<file path="src/rtl/sll_regs.vh">
// register map, field positions, reset values and link constants of the link layer transmitter
`ifndef SLL_REGS_VH
`define SLL_REGS_VH

// ----------------------------------------------------------------------------
// register byte addresses
// ----------------------------------------------------------------------------
`define SLL_ADDR_CTRL        8'h00
`define SLL_ADDR_FRAME       8'h04
`define SLL_ADDR_STATUS      8'h08
`define SLL_ADDR_INITIAL_LANE_ALIGNMENT_SEQ_PARAM  8'h0C

// ----------------------------------------------------------------------------
// field positions
// ----------------------------------------------------------------------------
`define SLL_CTRL_SCR_BIT     0
`define SLL_CTRL_MODE64_BIT  1
`define SLL_FRAME_F_LSB      0
`define SLL_FRAME_K_LSB      8
`define SLL_STAT_LOCAL_MULTIFRAME_CLOCK_BIT    4
`define SLL_STAT_SYNC_BIT    5
`define SLL_STAT_REJECT_BIT  8

// ----------------------------------------------------------------------------
// reset values
// ----------------------------------------------------------------------------
`define SLL_RST_F_M1         8'h01
`define SLL_RST_K_M1         8'h1F
`define SLL_RST_DEV_ID       8'h00
`define SLL_RST_LANE_ID      8'h00

// ----------------------------------------------------------------------------
// multiframe size limits, expressed on the product octets x frames
// ----------------------------------------------------------------------------
`define SLL_MF_MIN_OCTETS    18'h00011
`define SLL_MF_MAX_OCTETS    18'h00400

// ----------------------------------------------------------------------------
// control characters (octet value, sent with the k flag)
// ----------------------------------------------------------------------------
`define SLL_K28_0            8'h1C
`define SLL_K28_3            8'h7C
`define SLL_K28_4            8'h9C
`define SLL_K28_5            8'hBC
`define SLL_K28_7            8'hFC

// ----------------------------------------------------------------------------
// link sequencing
// ----------------------------------------------------------------------------
`define SLL_INITIAL_LANE_ALIGNMENT_SEQ_LAST_MF     2'h3
`define SLL_MB_LAST_BLOCK    5'h1F
`define SLL_END_OF_MULTIBLOCK_MARKER_FIRST       5'h1B
`define SLL_BLK_LAST_OCTET   3'h7

`define SLL_ST_CGS           2'h0
`define SLL_ST_WAIT          2'h1
`define SLL_ST_INITIAL_LANE_ALIGNMENT_SEQ          2'h2
`define SLL_ST_DATA          2'h3

`endif

</file>
<file path="src/rtl/sll_link_tx.v">
// transmit link layer: scrambling, 8b/10b link bring-up and 64b/66b block framing
//
// Behaviour
// - scramble octets before 8b/10b coding, blocks before sync header insertion.
// - scrambling selectable in 8b/10b modes, always on in 64b/66b modes.
// - the lane alignment sequence is never scrambled.
// - every octet becomes a DC balanced 10-bit character in 8b/10b modes.
// - frames per multiframe limited by ceil(17/F) and min(256, floor(1024/F)).
// - SYSREF resets the multiframe clock; period is F times K characters in 8b/10b modes, 32 blocks in 64b/66b modes.
// - while SYNC is low, send K28.5 commas continuously.
// - after SYNC rises, wait for the next multiframe edge, then start alignment.
// - alignment spans four multiframes, each from K28.0 to K28.3.
// - the second alignment multiframe carries the link configuration.
// - unscrambled, a repeated frame-final octet becomes K28.7, or K28.3 at multiframe end.
// - scrambled, frame-final 0xFC becomes K28.7, multiframe-final 0x7C becomes K28.3.
// - 64b/66b packs eight octets, scrambles, then prepends a 2-bit header.
// - header at bits 0 to 1, octet n at bits 2+8n to 9+8n.
// - headers are 01 for a one and 10 for a zero.
// - every 32-bit header stream ends with 00001.
// - SYNC is ignored in 64b/66b modes.
`timescale 1ns/1ps
`include "sll_regs.vh"
module sll_link_tx (
    input  wire        clk,
    input  wire        reset_n,
    input  wire [7:0]  reg_addr,
    input  wire [31:0] reg_wdata,
    input  wire        reg_write,
    input  wire        reg_read,
    output reg  [31:0] reg_rdata,
    input  wire        char_clk,
    input  wire        sysref,
    input  wire        sync_n,
    input  wire [7:0]  data_in,
    output reg         octet_taken,
    output wire [9:0]  tx_char,
    output reg         tx_char_valid,
    output reg  [65:0] tx_block,
    output reg         tx_block_valid,
    output reg         local_multiframe_clock_edge
);
    // ------------------------------------------------------------------------
    // scramblers
    // ------------------------------------------------------------------------
    // 1 + x^14 + x^15, msb first; returns {state, octet}
    function [22:0] scr8;
        input [7:0]  d;
        input [14:0] s;
        integer      i;
        reg   [14:0] st;
        reg   [7:0]  o;
        begin
            st = s;
            o  = 8'h00;
            for (i = 7; i >= 0; i = i - 1) begin
                o[i] = d[i] ^ st[13] ^ st[14];
                st   = {st[13:0], o[i]};
            end
            scr8 = {st, o};
        end
    endfunction

    // 1 + x^39 + x^58, bit 0 first; returns {state, block}
    function [121:0] scr64;
        input [63:0] d;
        input [57:0] s;
        integer      i;
        reg   [57:0] st;
        reg   [63:0] o;
        begin
            st = s;
            o  = 64'h0;
            for (i = 0; i < 64; i = i + 1) begin
                o[i] = d[i] ^ st[38] ^ st[57];
                st   = {st[56:0], o[i]};
            end
            scr64 = {st, o};
        end
    endfunction

    // ------------------------------------------------------------------------
    // registers
    // ------------------------------------------------------------------------
    reg        scr_en_q;
    reg        mode64_q;
    reg [7:0]  f_m1_q;
    reg [7:0]  k_m1_q;
    reg [7:0]  dev_id_q;
    reg [7:0]  lane_id_q;
    reg        cfg_reject_q;
    reg [1:0]  state_q;
    reg        local_multiframe_clock_ok_q;
    reg        sync_s2;

    wire [8:0]  wr_f   = {1'b0, reg_wdata[15:8] & 8'h00} | ({1'b0, reg_wdata[7:0]} + 9'h001);
    wire [8:0]  wr_k   = {1'b0, reg_wdata[15:8]} + 9'h001;
    wire [17:0] wr_prd = wr_f * wr_k;
    wire        wr_ok  = (wr_prd >= `SLL_MF_MIN_OCTETS) && (wr_prd <= `SLL_MF_MAX_OCTETS);
    wire        wr_frm = reg_write && (reg_addr == `SLL_ADDR_FRAME);

    always @(posedge clk or negedge reset_n) begin
        if (!reset_n) begin
            scr_en_q     <= 1'b0;
            mode64_q     <= 1'b0;
            f_m1_q       <= `SLL_RST_F_M1;
            k_m1_q       <= `SLL_RST_K_M1;
            dev_id_q     <= `SLL_RST_DEV_ID;
            lane_id_q    <= `SLL_RST_LANE_ID;
            cfg_reject_q <= 1'b0;
        end else begin
            if (reg_write && reg_addr == `SLL_ADDR_CTRL) begin
                scr_en_q <= reg_wdata[`SLL_CTRL_SCR_BIT];
                mode64_q <= reg_wdata[`SLL_CTRL_MODE64_BIT];
            end
            if (wr_frm && wr_ok) begin
                f_m1_q <= reg_wdata[7:0];
                k_m1_q <= reg_wdata[15:8];
            end
            if (reg_write && reg_addr == `SLL_ADDR_INITIAL_LANE_ALIGNMENT_SEQ_PARAM) begin
                dev_id_q  <= reg_wdata[7:0];
                lane_id_q <= reg_wdata[15:8];
            end
            // out-of-range sizes are refused; set wins over the write-one clear
            if (wr_frm && !wr_ok) begin
                cfg_reject_q <= 1'b1;
            end else if (reg_write && reg_addr == `SLL_ADDR_STATUS
                         && reg_wdata[`SLL_STAT_REJECT_BIT]) begin
                cfg_reject_q <= 1'b0;
            end
        end
    end

    always @(posedge clk or negedge reset_n) begin
        if (!reset_n) begin
            reg_rdata <= 32'h0;
        end else if (reg_read) begin
            case (reg_addr)
                `SLL_ADDR_CTRL:       reg_rdata <= {30'h0, mode64_q, scr_en_q};
                `SLL_ADDR_FRAME:      reg_rdata <= {16'h0, k_m1_q, f_m1_q};
                `SLL_ADDR_STATUS:     reg_rdata <= {23'h0, cfg_reject_q, 2'b00, sync_s2,
                                                    local_multiframe_clock_ok_q, 2'b00, state_q};
                `SLL_ADDR_INITIAL_LANE_ALIGNMENT_SEQ_PARAM: reg_rdata <= {16'h0, lane_id_q, dev_id_q};
                default:              reg_rdata <= 32'h0;
            endcase
        end else begin
            reg_rdata <= 32'h0;
        end
    end

    // ------------------------------------------------------------------------
    // pin synchronisers and edge detection
    // ------------------------------------------------------------------------
    reg chk_s1, chk_s2, chk_s3;
    reg srf_s1, srf_s2, srf_s3;
    reg sync_s1, sync_d;

    always @(posedge clk or negedge reset_n) begin
        if (!reset_n) begin
            {chk_s1, chk_s2, chk_s3} <= 3'h0;
            {srf_s1, srf_s2, srf_s3} <= 3'h0;
            {sync_s1, sync_s2, sync_d} <= 3'h0;
        end else begin
            {chk_s1, chk_s2, chk_s3} <= {char_clk, chk_s1, chk_s2};
            {srf_s1, srf_s2, srf_s3} <= {sysref, srf_s1, srf_s2};
            {sync_s1, sync_s2, sync_d} <= {sync_n, sync_s1, sync_s2};
        end
    end

    wire tick      = chk_s2 & ~chk_s3;
    wire sref_edge = srf_s2 & ~srf_s3;
    wire sync_rise = sync_s2 & ~sync_d;

    // ------------------------------------------------------------------------
    // local multiframe clock and multiblock position
    // ------------------------------------------------------------------------
    reg [7:0] oct_q;
    reg [7:0] frm_q;
    reg [9:0] pos_q;
    reg [2:0] byte8_q;
    reg [4:0] mb_idx_q;

    wire frame_end = (oct_q == f_m1_q);
    wire mf_end    = frame_end && (frm_q == k_m1_q);
    wire mf_start  = (pos_q == 10'h000);

    always @(posedge clk or negedge reset_n) begin
        if (!reset_n) begin
            oct_q     <= 8'h00;
            frm_q     <= 8'h00;
            pos_q     <= 10'h000;
            byte8_q   <= 3'h0;
            mb_idx_q  <= 5'h00;
            local_multiframe_clock_ok_q <= 1'b0;
            local_multiframe_clock_edge <= 1'b0;
        end else begin
            local_multiframe_clock_edge <= tick && !sref_edge
                         && (mode64_q ? (byte8_q == 3'h0 && mb_idx_q == 5'h00) : mf_start);
            if (sref_edge) begin
                oct_q     <= 8'h00;
                frm_q     <= 8'h00;
                pos_q     <= 10'h000;
                byte8_q   <= 3'h0;
                mb_idx_q  <= 5'h00;
                local_multiframe_clock_ok_q <= 1'b1;
            end else if (tick) begin
                if (mf_end) begin
                    oct_q <= 8'h00;
                    frm_q <= 8'h00;
                    pos_q <= 10'h000;
                end else if (frame_end) begin
                    oct_q <= 8'h00;
                    frm_q <= frm_q + 8'h01;
                    pos_q <= pos_q + 10'h001;
                end else begin
                    oct_q <= oct_q + 8'h01;
                    pos_q <= pos_q + 10'h001;
                end
                byte8_q <= byte8_q + 3'h1;
                if (byte8_q == `SLL_BLK_LAST_OCTET) begin
                    mb_idx_q <= mb_idx_q + 5'h01;
                end
            end
        end
    end

    // ------------------------------------------------------------------------
    // 8b/10b link sequencing and character selection
    // ------------------------------------------------------------------------
    reg [1:0]  state_d;
    reg [1:0]  initial_lane_alignment_seq_mf_q;
    reg [1:0]  initial_lane_alignment_seq_mf_d;
    reg [14:0] scr8_st_q;
    reg [14:0] scr8_st_d;
    reg [7:0]  last_q;
    reg [7:0]  last_d;
    reg [7:0]  enc_d;
    reg        enc_k;
    reg [22:0] s8;
    reg        take;

    always @* begin
        state_d   = state_q;
        initial_lane_alignment_seq_mf_d = initial_lane_alignment_seq_mf_q;
        scr8_st_d = scr8_st_q;
        last_d    = last_q;
        enc_d     = `SLL_K28_5;
        enc_k     = 1'b1;
        take      = 1'b0;
        s8        = scr8(data_in, scr8_st_q);
        if (mode64_q) begin
            state_d = `SLL_ST_CGS;
        end else if (!sync_s2 || !local_multiframe_clock_ok_q) begin
            state_d = `SLL_ST_CGS;
        end else begin
            case (state_q)
                `SLL_ST_CGS: begin
                    if (sync_rise) begin
                        state_d = `SLL_ST_WAIT;
                    end
                end
                `SLL_ST_WAIT, `SLL_ST_INITIAL_LANE_ALIGNMENT_SEQ: begin
                    if (state_q == `SLL_ST_INITIAL_LANE_ALIGNMENT_SEQ || mf_start) begin
                        enc_k = 1'b0;
                        enc_d = pos_q[7:0];
                        if (mf_start) begin
                            enc_k = 1'b1;
                            enc_d = `SLL_K28_0;
                        end else if (mf_end) begin
                            enc_k = 1'b1;
                            enc_d = `SLL_K28_3;
                        end else if (initial_lane_alignment_seq_mf_q == 2'h1) begin
                            case (pos_q)
                                10'h001: begin
                                    enc_k = 1'b1;
                                    enc_d = `SLL_K28_4;
                                end
                                10'h002: enc_d = dev_id_q;
                                10'h003: enc_d = lane_id_q;
                                10'h004: enc_d = f_m1_q;
                                10'h005: enc_d = k_m1_q;
                                10'h006: enc_d = {6'h00, mode64_q, scr_en_q};
                                default: enc_d = pos_q[7:0];
                            endcase
                        end
                        state_d = `SLL_ST_INITIAL_LANE_ALIGNMENT_SEQ;
                        if (mf_end) begin
                            initial_lane_alignment_seq_mf_d = initial_lane_alignment_seq_mf_q + 2'h1;
                            if (initial_lane_alignment_seq_mf_q == `SLL_INITIAL_LANE_ALIGNMENT_SEQ_LAST_MF) begin
                                state_d = `SLL_ST_DATA;
                            end
                        end
                    end
                end
                `SLL_ST_DATA: begin
                    take  = 1'b1;
                    enc_k = 1'b0;
                    if (scr_en_q) begin
                        enc_d     = s8[7:0];
                        scr8_st_d = s8[22:8];
                        if (mf_end && s8[7:0] == `SLL_K28_3) begin
                            enc_k = 1'b1;
                        end else if (frame_end && s8[7:0] == `SLL_K28_7) begin
                            enc_k = 1'b1;
                        end
                    end else begin
                        enc_d = data_in;
                        if (frame_end) begin
                            last_d = data_in;
                            if (data_in == last_q) begin
                                enc_k = 1'b1;
                                enc_d = mf_end ? `SLL_K28_3 : `SLL_K28_7;
                            end
                        end
                    end
                end
                default: state_d = `SLL_ST_CGS;
            endcase
        end
    end

    always @(posedge clk or negedge reset_n) begin
        if (!reset_n) begin
            state_q       <= `SLL_ST_CGS;
            initial_lane_alignment_seq_mf_q     <= 2'h0;
            scr8_st_q     <= 15'h0000;
            last_q        <= 8'h00;
            tx_char_valid <= 1'b0;
        end else begin
            tx_char_valid <= tick && !mode64_q;
            if (state_d == `SLL_ST_CGS || state_d == `SLL_ST_WAIT) begin
                state_q   <= state_d;
                initial_lane_alignment_seq_mf_q <= 2'h0;
            end else if (tick) begin
                state_q   <= state_d;
                initial_lane_alignment_seq_mf_q <= initial_lane_alignment_seq_mf_d;
                scr8_st_q <= scr8_st_d;
                last_q    <= last_d;
            end
        end
    end

    sll_enc8b10b u_enc (
        .clk     (clk),
        .reset_n (reset_n),
        .enable  (tick && !mode64_q),
        .is_k    (enc_k),
        .data_in (enc_d),
        .code_q  (tx_char)
    );

    // ------------------------------------------------------------------------
    // 64b/66b block assembly
    // ------------------------------------------------------------------------
    reg  [55:0]  acc_q;
    reg  [57:0]  scr64_st_q;
    wire [121:0] s64  = scr64({data_in, acc_q}, scr64_st_q);
    wire         shb  = (mb_idx_q == `SLL_MB_LAST_BLOCK) ? 1'b1
                      : (mb_idx_q >= `SLL_END_OF_MULTIBLOCK_MARKER_FIRST) ? 1'b0 : 1'b1;

    always @(posedge clk or negedge reset_n) begin
        if (!reset_n) begin
            acc_q          <= 56'h0;
            scr64_st_q     <= 58'h0;
            tx_block       <= 66'h0;
            tx_block_valid <= 1'b0;
            octet_taken    <= 1'b0;
        end else begin
            octet_taken    <= tick && (mode64_q || take);
            tx_block_valid <= tick && mode64_q && !sref_edge
                              && (byte8_q == `SLL_BLK_LAST_OCTET);
            if (tick && mode64_q && !sref_edge) begin
                if (byte8_q == `SLL_BLK_LAST_OCTET) begin
                    tx_block   <= {s64[63:0], shb, ~shb};
                    scr64_st_q <= s64[121:64];
                end else begin
                    acc_q[byte8_q * 8 +: 8] <= data_in;
                end
            end
        end
    end
endmodule // sll_link_tx

</file>
<file path="src/rtl/sll_enc8b10b.v">
// 8b/10b character encoder with running disparity
`timescale 1ns/1ps
module sll_enc8b10b (
    input  wire       clk,
    input  wire       reset_n,
    input  wire       enable,
    input  wire       is_k,
    input  wire [7:0] data_in,
    output reg  [9:0] code_q
);
    reg       rd_q;
    reg       rd_d;
    reg       rd_mid;
    reg [5:0] b6;
    reg [3:0] b4;
    reg [5:0] c6;
    reg [3:0] c4;
    reg       alt;
    reg [2:0] ones6;
    reg [2:0] ones4;
    wire [4:0] x = data_in[4:0];
    wire [2:0] y = data_in[7:5];

    // ------------------------------------------------------------------------
    // code selection, tables written for negative running disparity
    // ------------------------------------------------------------------------
    always @* begin
        case (x)
            5'h00: b6 = 6'b100111;  5'h01: b6 = 6'b011101;
            5'h02: b6 = 6'b101101;  5'h03: b6 = 6'b110001;
            5'h04: b6 = 6'b110101;  5'h05: b6 = 6'b101001;
            5'h06: b6 = 6'b011001;  5'h07: b6 = 6'b111000;
            5'h08: b6 = 6'b111001;  5'h09: b6 = 6'b100101;
            5'h0A: b6 = 6'b010101;  5'h0B: b6 = 6'b110100;
            5'h0C: b6 = 6'b001101;  5'h0D: b6 = 6'b101100;
            5'h0E: b6 = 6'b011100;  5'h0F: b6 = 6'b010111;
            5'h10: b6 = 6'b011011;  5'h11: b6 = 6'b100011;
            5'h12: b6 = 6'b010011;  5'h13: b6 = 6'b110010;
            5'h14: b6 = 6'b001011;  5'h15: b6 = 6'b101010;
            5'h16: b6 = 6'b011010;  5'h17: b6 = 6'b111010;
            5'h18: b6 = 6'b110011;  5'h19: b6 = 6'b100110;
            5'h1A: b6 = 6'b010110;  5'h1B: b6 = 6'b110110;
            5'h1C: b6 = 6'b001110;  5'h1D: b6 = 6'b101110;
            5'h1E: b6 = 6'b011110;  default: b6 = 6'b101011;
        endcase
        // only K28.x control characters are used by this link
        if (is_k) begin
            b6 = 6'b001111;
        end
        ones6 = {2'b00, b6[0]} + {2'b00, b6[1]} + {2'b00, b6[2]}
              + {2'b00, b6[3]} + {2'b00, b6[4]} + {2'b00, b6[5]};
        c6 = (rd_q && (ones6 != 3'h3 || x == 5'h07)) ? ~b6 : b6;
        rd_mid = (ones6 != 3'h3) ? ~rd_q : rd_q;
        alt = is_k || (!rd_mid && (x == 5'h11 || x == 5'h12 || x == 5'h14))
                   || (rd_mid && (x == 5'h0B || x == 5'h0D || x == 5'h0E));
        case (y)
            3'h0: b4 = 4'b1011;
            3'h1: b4 = 4'b1001;
            3'h2: b4 = 4'b0101;
            3'h3: b4 = 4'b1100;
            3'h4: b4 = 4'b1101;
            3'h5: b4 = 4'b1010;
            3'h6: b4 = 4'b0110;
            default: b4 = alt ? 4'b0111 : 4'b1110;
        endcase
        ones4 = {2'b00, b4[0]} + {2'b00, b4[1]} + {2'b00, b4[2]} + {2'b00, b4[3]};
        // control characters invert their balanced tails under negative mid disparity
        if ((rd_mid && (ones4 != 3'h2 || y == 3'h3))
            || (is_k && !rd_mid && ones4 == 3'h2 && y != 3'h3)) begin
            c4 = ~b4;
        end else begin
            c4 = b4;
        end
        rd_d = (ones4 != 3'h2) ? ~rd_mid : rd_mid;
    end

    // ------------------------------------------------------------------------
    // output register and disparity state
    // ------------------------------------------------------------------------
    always @(posedge clk or negedge reset_n) begin
        if (!reset_n) begin
            code_q <= 10'h000;
            rd_q   <= 1'b0;
        end else if (enable) begin
            code_q <= {c6, c4};
            rd_q   <= rd_d;
        end
    end
endmodule // sll_enc8b10b

</file>
<file path="config.mk">
export PLATFORM = sky130hd
export DESIGN_NAME = sll_link_tx
export DESIGN_NICKNAME = d
export VERILOG_FILES = /design/src/rtl/sll_link_tx.v /design/src/rtl/sll_enc8b10b.v
export VERILOG_INCLUDE_DIRS = /design/src /design/src/rtl
export SDC_FILE = /design/constraint.sdc
export NUM_CORES = 1
export LEC_CHECK = 0
export ABC_CLOCK_PERIOD_IN_PS = 11000
export BUFFER_PORTS_ARGS = -buffer_cell sky130_fd_sc_hd__buf_2
export CAP_MARGIN = 5
export CORE_MARGIN = 5
export CORE_UTILIZATION = 39
export CTS_CLUSTER_SIZE = 8
export DETAILED_ROUTE_END_ITERATION = 6
export GPL_TIMING_DRIVEN = 0
export RECOVER_POWER = 50
export SLEW_MARGIN = 20
export SYNTH_ARGS = -nofsm -noshare
export SYNTH_HDL_FRONTEND = slang
export SYNTH_SLANG_ARGS = --single-unit
</file>
<file path="constraint.sdc">
create_clock -name clk -period 11 [get_ports clk]
set_input_delay 0.55 -clock clk [delete_from_list [all_inputs] [get_ports clk]]
set_output_delay 0.55 -clock clk [all_outputs]
set_load 0.01 [all_outputs]
</file>
## After elaboration in Yosys (flattened, before gate mapping)

Memory sizes are Yosys's and may differ from the RTL's.
Index checks and enable logic that the tools add are counted.

| storage, ports and cells | value |
|---|---|
| output and inout port bits | 112 |
| memory bits (read-only) | 192 |
| logic and storage cells | 404 |
| input bits | 55 |
| bits in registers | 333 |
| memories | 1 |

| operators by class | value |
|---|---|
| bitwise logic cells | 160 |
| multiply operators | 1 |
| add/sub/neg operators | 17 |
| equal/unequal tests | 41 |
| shift operators | 2 |
| reduce and logical (&&, ||, !) cells | 68 |
| multiplexer cells | 75 |
| order comparisons | 3 |

Memories:

| name | depth | width | rd ports | clocked after Yosys merged registers in | wr ports | RTL line | source |
|---|---|---|---|---|---|---|---|
| (name not given) | 32 | 6 | 1 | 0 | 0 | sll_enc8b10b.v:28 | `case (x)` |

Operators by type and width:

| operator | count |
|---|---|
| 8-bit two-way mux | 18 |
| 1-bit XOR | 144 |
| 16-bit one-hot mux with 4 select lines | 1 |
| 56-bit bitwise mux | 1 |
| 8-bit by 34-bit variable shift with 56-bit output, first input constant | 1 |
| 8-bit by 34-bit indexed part select with 56-bit output | 1 |
| 8-bit one-hot mux with 6 select lines | 1 |
| 6-bit negator with 34-bit output | 1 |
| 32-bit two-way mux | 1 |
| 10-bit by 3-bit == test with 1-bit output, second input constant | 3 |
| 10-bit two-way mux | 3 |
| 4-bit one-hot mux with 7 select lines | 1 |
| 1-bit logical AND | 26 |
| 2-bit two-way mux | 13 |
| 8-bit == test | 3 |
| 1-bit two-way mux | 24 |
| 10-bit by 2-bit == test with 1-bit output, second input constant | 2 |
| 5-bit == test, second input constant | 4 |
| 3-bit by 1-bit adder with 3-bit output | 6 |
| 8-bit by 1-bit adder with 9-bit output, second input constant | 2 |
| 18-bit by 5-bit greater-or-equal comparator with 1-bit output, second input constant | 1 |
| 18-bit by 11-bit less-or-equal comparator with 1-bit output, second input constant | 1 |
| 9-bit by 9-bit multiplier with 18-bit output | 1 |
| 8-bit by 1-bit adder with 8-bit output, second input constant | 2 |
| 44 further kinds | 106 |

## Depth between registers and ports, before layout

| depth | value |
|---|---|
| depth after elaboration | 32 |
| mapped depth | 36 |

## By module

Synthesis repeated with hierarchy kept, for this count alone.

| unflattened totals | value |
|---|---|
| cells, all modules | 1,727 |
| area total of the unflattened synthesis | 16,651.0 µm² |

Modules (own cells, without submodules):

| module | cells each | seq. area each (µm²) | instances | area an instance (µm²) |
|---|---|---|---|---|
| sll_link_tx | 1,575 | 6,213.5 | 1 | 15,347.2 |
| sll_enc8b10b | 152 | 275.3 | 1 | 1,303.8 |

## Least setup slack after synthesis

OpenSTA, ideal clock, no wires.

| path | value |
|---|---|
| path kind | reg-to-reg |
| start point | register pos_q[1] |
| end point | register u_enc.code_q[3] |
| data arrival time | 7,761 ps |
| period minus slack after synthesis | 7,886 ps |
| slack | 3,114 ps |
| required time | 10,875 ps |
| library setup time | 125 ps |
| path buffers | 1 |
| stages on the path, launching flop included | 33 |
| cell sequence | dfrtp_1 -> inv_1 -> ha_1 -> clkbuf_1 -> a22oi_1 -> nor2_1 -> o2111ai_1 -> a211o_1 -> a21oi_1 -> inv_1 -> ha_1 -> a2111o_1 -> o21a_1 -> ha_1 -> fa_1 -> inv_1 -> fa_1 -> inv_1 -> fa_1 -> nor3b_1 -> xor2_1 -> o21ai_0 -> nor4_1 -> o311a_1 -> or2_2 -> ha_1 -> fa_1 -> ha_1 -> nand2_1 -> a31oi_1 -> mux2_2 -> xnor2_1 -> mux2_2 |

| between the ends | value |
|---|---|
| longest elaborated chain between the ends | 32 |

RTL lines:

| what | RTL line | source |
|---|---|---|
| start: declaration | sll_link_tx.v:178 | `reg [9:0] pos_q;` |
| start signal: assignment | sll_link_tx.v:213 | `pos_q <= pos_q + 10'h001;` |
| start signal: assignment | sll_link_tx.v:216 | `pos_q <= pos_q + 10'h001;` |
| 10-bit by 3-bit == test with 1-bit output, or another cell as far along | sll_link_tx.v:272 | `case (pos_q)` |
| 8-bit one-hot mux with 6 select lines | sll_link_tx.v:272 |  |
| 8-bit two-way mux | sll_link_tx.v:271 | `end else if (initial_lane_alignment_seq_mf_q == 2'h1) begin` |
| 8-bit two-way mux | sll_link_tx.v:268 | `end else if (mf_end) begin` |
| 8-bit two-way mux | sll_link_tx.v:265 | `if (mf_start) begin` |
| 8-bit two-way mux | sll_link_tx.v:262 | `` if (state_q == `SLL_ST_INITIAL_LANE_ALIGNMENT_SEQ \|\| mf_start) begin `` |
| 8-bit one-hot mux with 2 select lines | sll_link_tx.v:255 | `case (state_q)` |
| 8-bit two-way mux | sll_link_tx.v:252 | `end else if (!sync_s2 \|\| !local_multiframe_clock_ok_q) begin` |
| [15 not listed] | n/a |  |
| 4-bit one-hot mux with 7 select lines | sll_enc8b10b.v:56 | `case (y)` |
| 1-bit by 1-bit adder with 2-bit output | sll_enc8b10b.v:66 | `ones4 = {2'b00, b4[0]} + {2'b00, b4[1]} + {2'b00, b4[2]} + {2'b00, b4[3]};` |
| 3-bit by 1-bit adder with 3-bit output (2 in series) | sll_enc8b10b.v:66 |  |
| 3-bit by 2-bit inequality test with 1-bit output or 3-bit by 2-bit == test with 1-bit output (tied branches) | sll_enc8b10b.v:68, sll_enc8b10b.v:69 |  |
| 1-bit logical OR or 1-bit logical AND (tied branches) | sll_enc8b10b.v:68, sll_enc8b10b.v:69 |  |
| 1-bit logical AND, on equally long branches | sll_enc8b10b.v:68, sll_enc8b10b.v:69 |  |
| 1-bit logical OR | sll_enc8b10b.v:69 | `\|\| (is_k && !rd_mid && ones4 == 3'h2 && y != 3'h3)) begin` |
| 4-bit two-way mux (*) | sll_enc8b10b.v:68 | `if ((rd_mid && (ones4 != 3'h2 \|\| y == 3'h3))` |
| end signal: assignment | sll_enc8b10b.v:85 | `code_q <= {c6, c4};` |
| end: declaration | sll_enc8b10b.v:9 | `output reg [9:0] code_q` |

Mark *: on every way between the ends. The rest lies on a longest branch, timed or not.
A chain may end at the register's enable or synchronous reset.

## Worst setup path after layout

Same ends and word-level chain as after synthesis.

==> summary.md <==
| Metric | Value |
|---|---|
| Number of max-cap violations | 3 |
| Total negative slack | 0 ps |
| CP peak stage delay | ~500 ps |
| Synth cell types | 101 |
| Kind of critical path | reg2reg |
| Internal | 0.00208 W |
| Core Footprint | ~0.042 mm2 |
| Clock latency on the worst-skew pair | 530 ps |
| Fin. max-slew vios | between 200 and 300 |
| Most used flip-flop cell after synthesis | dfrtp_1 |
| Overflow after GRT | 0 |
| Worst reg2reg path startpoint | pos_q[1] |
| Post-Syn Area | roughly 0.017 mm2 |
| Number of post-CTS setup repair buffers | 0 |
| Diode count | 0 |
| Area grow syn2layout | 14.6% |
| Row count | 75 |
| Reg2Reg Setup Slack | 1850 ps |
| Switch share | 34.8% |
| Final nets | between 1.5k and 2k |
| Die Area | 0.0471 mm2 |
| CP arrival | 9550 ps |
| Slew @ Worst Pin | 4780 ps |
| Multi-input logic area | roughly 0.0095 mm2 |
| Worst r2r dst | u_enc.code_q[3] |
| Drt pass-1 iters | 5 |
| Pwr Density | roughly 170 mW/mm2 |
| RSZ-0062 raised after global routing | no |
| Combinational cell fraction of total power | 34.4% |
| Routed length per instance | 19.3 um |
| Dpl cell area | 0.0182 mm2 |
| H-tree Lvls | 2 |
| DR iter-0 viols | 856 |
| WHS Endpoint | srf_s1 |
| DP Wirelength | around 34 mm |
| DRC errors left | 0 |
| Hold crit path type | in2reg |
| Failing checks | max-capacitance violations, max-slew violations |
| Layout fillers | roughly 4k |
| Avg Cell Area, Syn | 10.2 um2 |
| Vias in the first global route | about 13k |
| Area leader, netlist | dfrtp_1 |
| Vias | 12.7k |
| Share of power burned in registers | between 30% and 40% |
| Kind of cell adding the most delay to the critical path | adder cells |
| Hold Path Origin | sysref |
| Fraction of registers with async set/reset | 100% |
| Crit path required time | 11410 ps |
| Initial Util | 39.7% |
| DRT antenna net count | 0 |
| CTS Sinks | 259 |
| VDD IR max | 0.194 mV |
| Endpoints failing setup | 0 |
| Die W | 217 um |
| CP max stage cell | a21oi_1 |
| Min cycle time layout | 9150 ps |
| Buf/Inv on CP | 5 |
| Initial antenna violation count | 3 |
| Final hold vios | 0 |
| Via-to-Cell Ratio | roughly 5.4 |
| Post-synthesis sequential area ratio | approximately two fifths |
| Fmax | 109 MHz |
| CTS resizes | 0 |
| Die Height | approximately 220 um |
| Reg2Reg Depth | 33 |
| Seq. cell area | 0.00649 mm2 |
| Leakage | 8.89 nW |
| Psw | 0.00111 W |
| # hold bufs at CTS | 0 |
| Slew headroom | -219% |
| Post-synth EDFFs | 0 |
| Status | finished, violations left |
| Gate Count Post-Synth | 1633 |
| Layout cells sized above 1 | 17.2% |
| Clock power frac | ~33% |
| Fin area | between 0.015 and 0.02 mm2 |
| Ports | 167 |
| Clock-pin slew on the worst setup and hold paths | 50 ps |
| Flops & latches, synth | 259 |
| First-pass GRT wire length | 73.1 mm |
| Clk_skew | 8.73 ps |
| Crit Path Max Fanout | 10 |
| Hold-critical path depth | 1 |
| Largest net degree at the start of global routing | 94 |
| Startpoint types | flip-flop |
| CTS Buffer Depth | 3 |
| Num CTS Buffers | 38 |
| Synth warn | 0 |
| Synth area leaders | dfrtp_1 (38%), mux2_2 (7.1%), xnor2_1 (6.6%), fa_1 (6.5%), ha_1 (4.9%) |
| Yosys top cell area share | 37.9% |
| Worst path most repeated cell | ha_1 |
| CP Capture Type | flip-flop |
| Routability congestion estimate | ~0.9 |
| GR Util All Layers | between 10% and 20% |
| CTS tree | built |
| PortBufs | 133 |
| Root buf cell | clkbuf_16 |
| Final period utilization | 83.1% |
| Drt total wl | 45.9 mm |
-- power by group through the flow --
stage / Clock [W] / Combinational [W] / Sequential, W
4_1_cts: 0.00108 / 0.00111 / 0.00103
6_report: 0.00106 / 0.00110 / 0.00103
2_1_floorplan: 0 / 0.000815 / 0.00105
3_3_place_gp: 0 / 0.00107 / 0.00105
5_1_grt: 0.00112 / 0.00125 / 0.00104
3_5_place_dp: 0 / 0.00110 / 0.00105
-- sequential cells by signal, indices dropped and copies added, names as in the netlist, 2 cells and up --
name,count
frm_q,8
k_m1_q,8
tx_block,65
state_q,2
oct_q,8
last_q,8
scr8.s,15
byte8_q,3
acc_q,56
u_enc.code_q,10
mb_idx_q,5
pos_q,10
f_m1_q,8
reg_rdata,16
dev_id_q,8
lane_id_q,8
initial_lane_alignment_seq_mf_q,2
-- cell families (layout without fill, tap and decap cells) --
kind of cell / Yosys count / count (layout) / share of synthesized area, %
buffers and inverters: 182 / 370 / 4.58
flip-flops: 259 / 259 / 38.8
adder cells (fa/ha/maj): 120 / 120 / 11.4
AND/OR/NAND/NOR: 448 / 448 / 13.3
multiplexers: 136 / 136 / 9.11
AO/OA/AOI/OAI: 267 / 267 / 10.8
XOR/XNOR: 220 / 220 / 11.9
other: 1 / 16 / 0.0224
-- placed cells by master, fill, tap and decap left out, types with 39 or more instances in the layout --
master | netlist | layout
buf_2 | 1 | 98
xor2_1 | 86 | 86
ha_1 | 66 | 66
clkbuf_1 | 57 | 104
inv_1 | 101 | 101
nor2_1 | 95 | 95
nand2_1 | 171 | 171
fa_1 | 54 | 54
o21ai_0 | 102 | 102
xnor2_1 | 126 | 126
clkbuf_16 | 0 | 39
dfrtp_1 | 253 | 253
mux2_2 | 105 | 105
-- stage by stage --
stage | hold slack [ps] | power (W) | std cells | util, % | setup WS, ps
floorplan | 254 | 0.00187 | 1648 | - | 3110
global placement | 335 | 0.00211 | 2320 | 43.0 | 2100
detailed placement | 340 | 0.00215 | 2323 | 43.2 | 1920
CTS | 43.9 | 0.00323 | 2375 | 45.7 | 1840
global route | 116 | 0.00341 | 2375 | 45.5 | 1190
finish | 137 | 0.00319 | 2375 | 45.5 | 1850
-- layer usage --
metal	share of wire [%]	wire, um	GRT usage [%]	up-vias
met5	0.11	50	0	-
met4	2.5	1170	5.81	6
met3	5.2	2390	3.59	82
met2	49	22300	32.4	315
met1	43	19900	25.4	6368
li1	-	-	-	5971
-- synth_stat cells, types with 7 or more instances --
| cell | n |
|---|---|
| dfrtp_1 | 253 |
| nand2_1 | 171 |
| xnor2_1 | 126 |
| mux2_2 | 105 |
| o21ai_0 | 102 |
| inv_1 | 101 |
| nor2_1 | 95 |
| xor2_1 | 86 |
| ha_1 | 66 |
| clkbuf_1 | 57 |
| fa_1 | 54 |
| a21oi_1 | 31 |
| nand3_1 | 30 |
| mux2i_1 | 25 |
| nor3_1 | 23 |
| buf_4 | 19 |
| and3_1 | 18 |
| nand4_1 | 18 |
| and2_1 | 17 |
| a22oi_1 | 14 |
| nand2b_1 | 14 |
| a21o_1 | 11 |
| a211oi_1 | 9 |
| a31oi_1 | 8 |
| nor2b_1 | 8 |
| nor4_1 | 8 |
| or3_1 | 8 |
| o31ai_1 | 7 |
| xnor2_2 | 7 |
-- worst max path at each step --
stage          cells past startpoint     start              end
2_1_floorplan                     32  pos_q[1]  u_enc.code_q[3]
5_1_grt                           33  pos_q[1]  u_enc.code_q[3]
3_5_place_dp                      33  pos_q[1]  u_enc.code_q[3]
3_3_place_gp                      33  pos_q[1]  u_enc.code_q[3]
6_report                          33  pos_q[1]  u_enc.code_q[3]
4_1_cts                           33  pos_q[1]  u_enc.code_q[3]
-- layout make-up --
class / instances / area share, %
sequential: 259 / 33.9
clock buffer: 49 / 5.34
inverter: 102 / 2.00
clock inverter: 3 / 0.176
timing repair buffer: 136 / 3.32
tap: 539 / 3.52
buffer: 80 / 1.99
multi-input combinational: 1207 / 49.8
No activity file was read; power rests on OpenSTA's default activity.
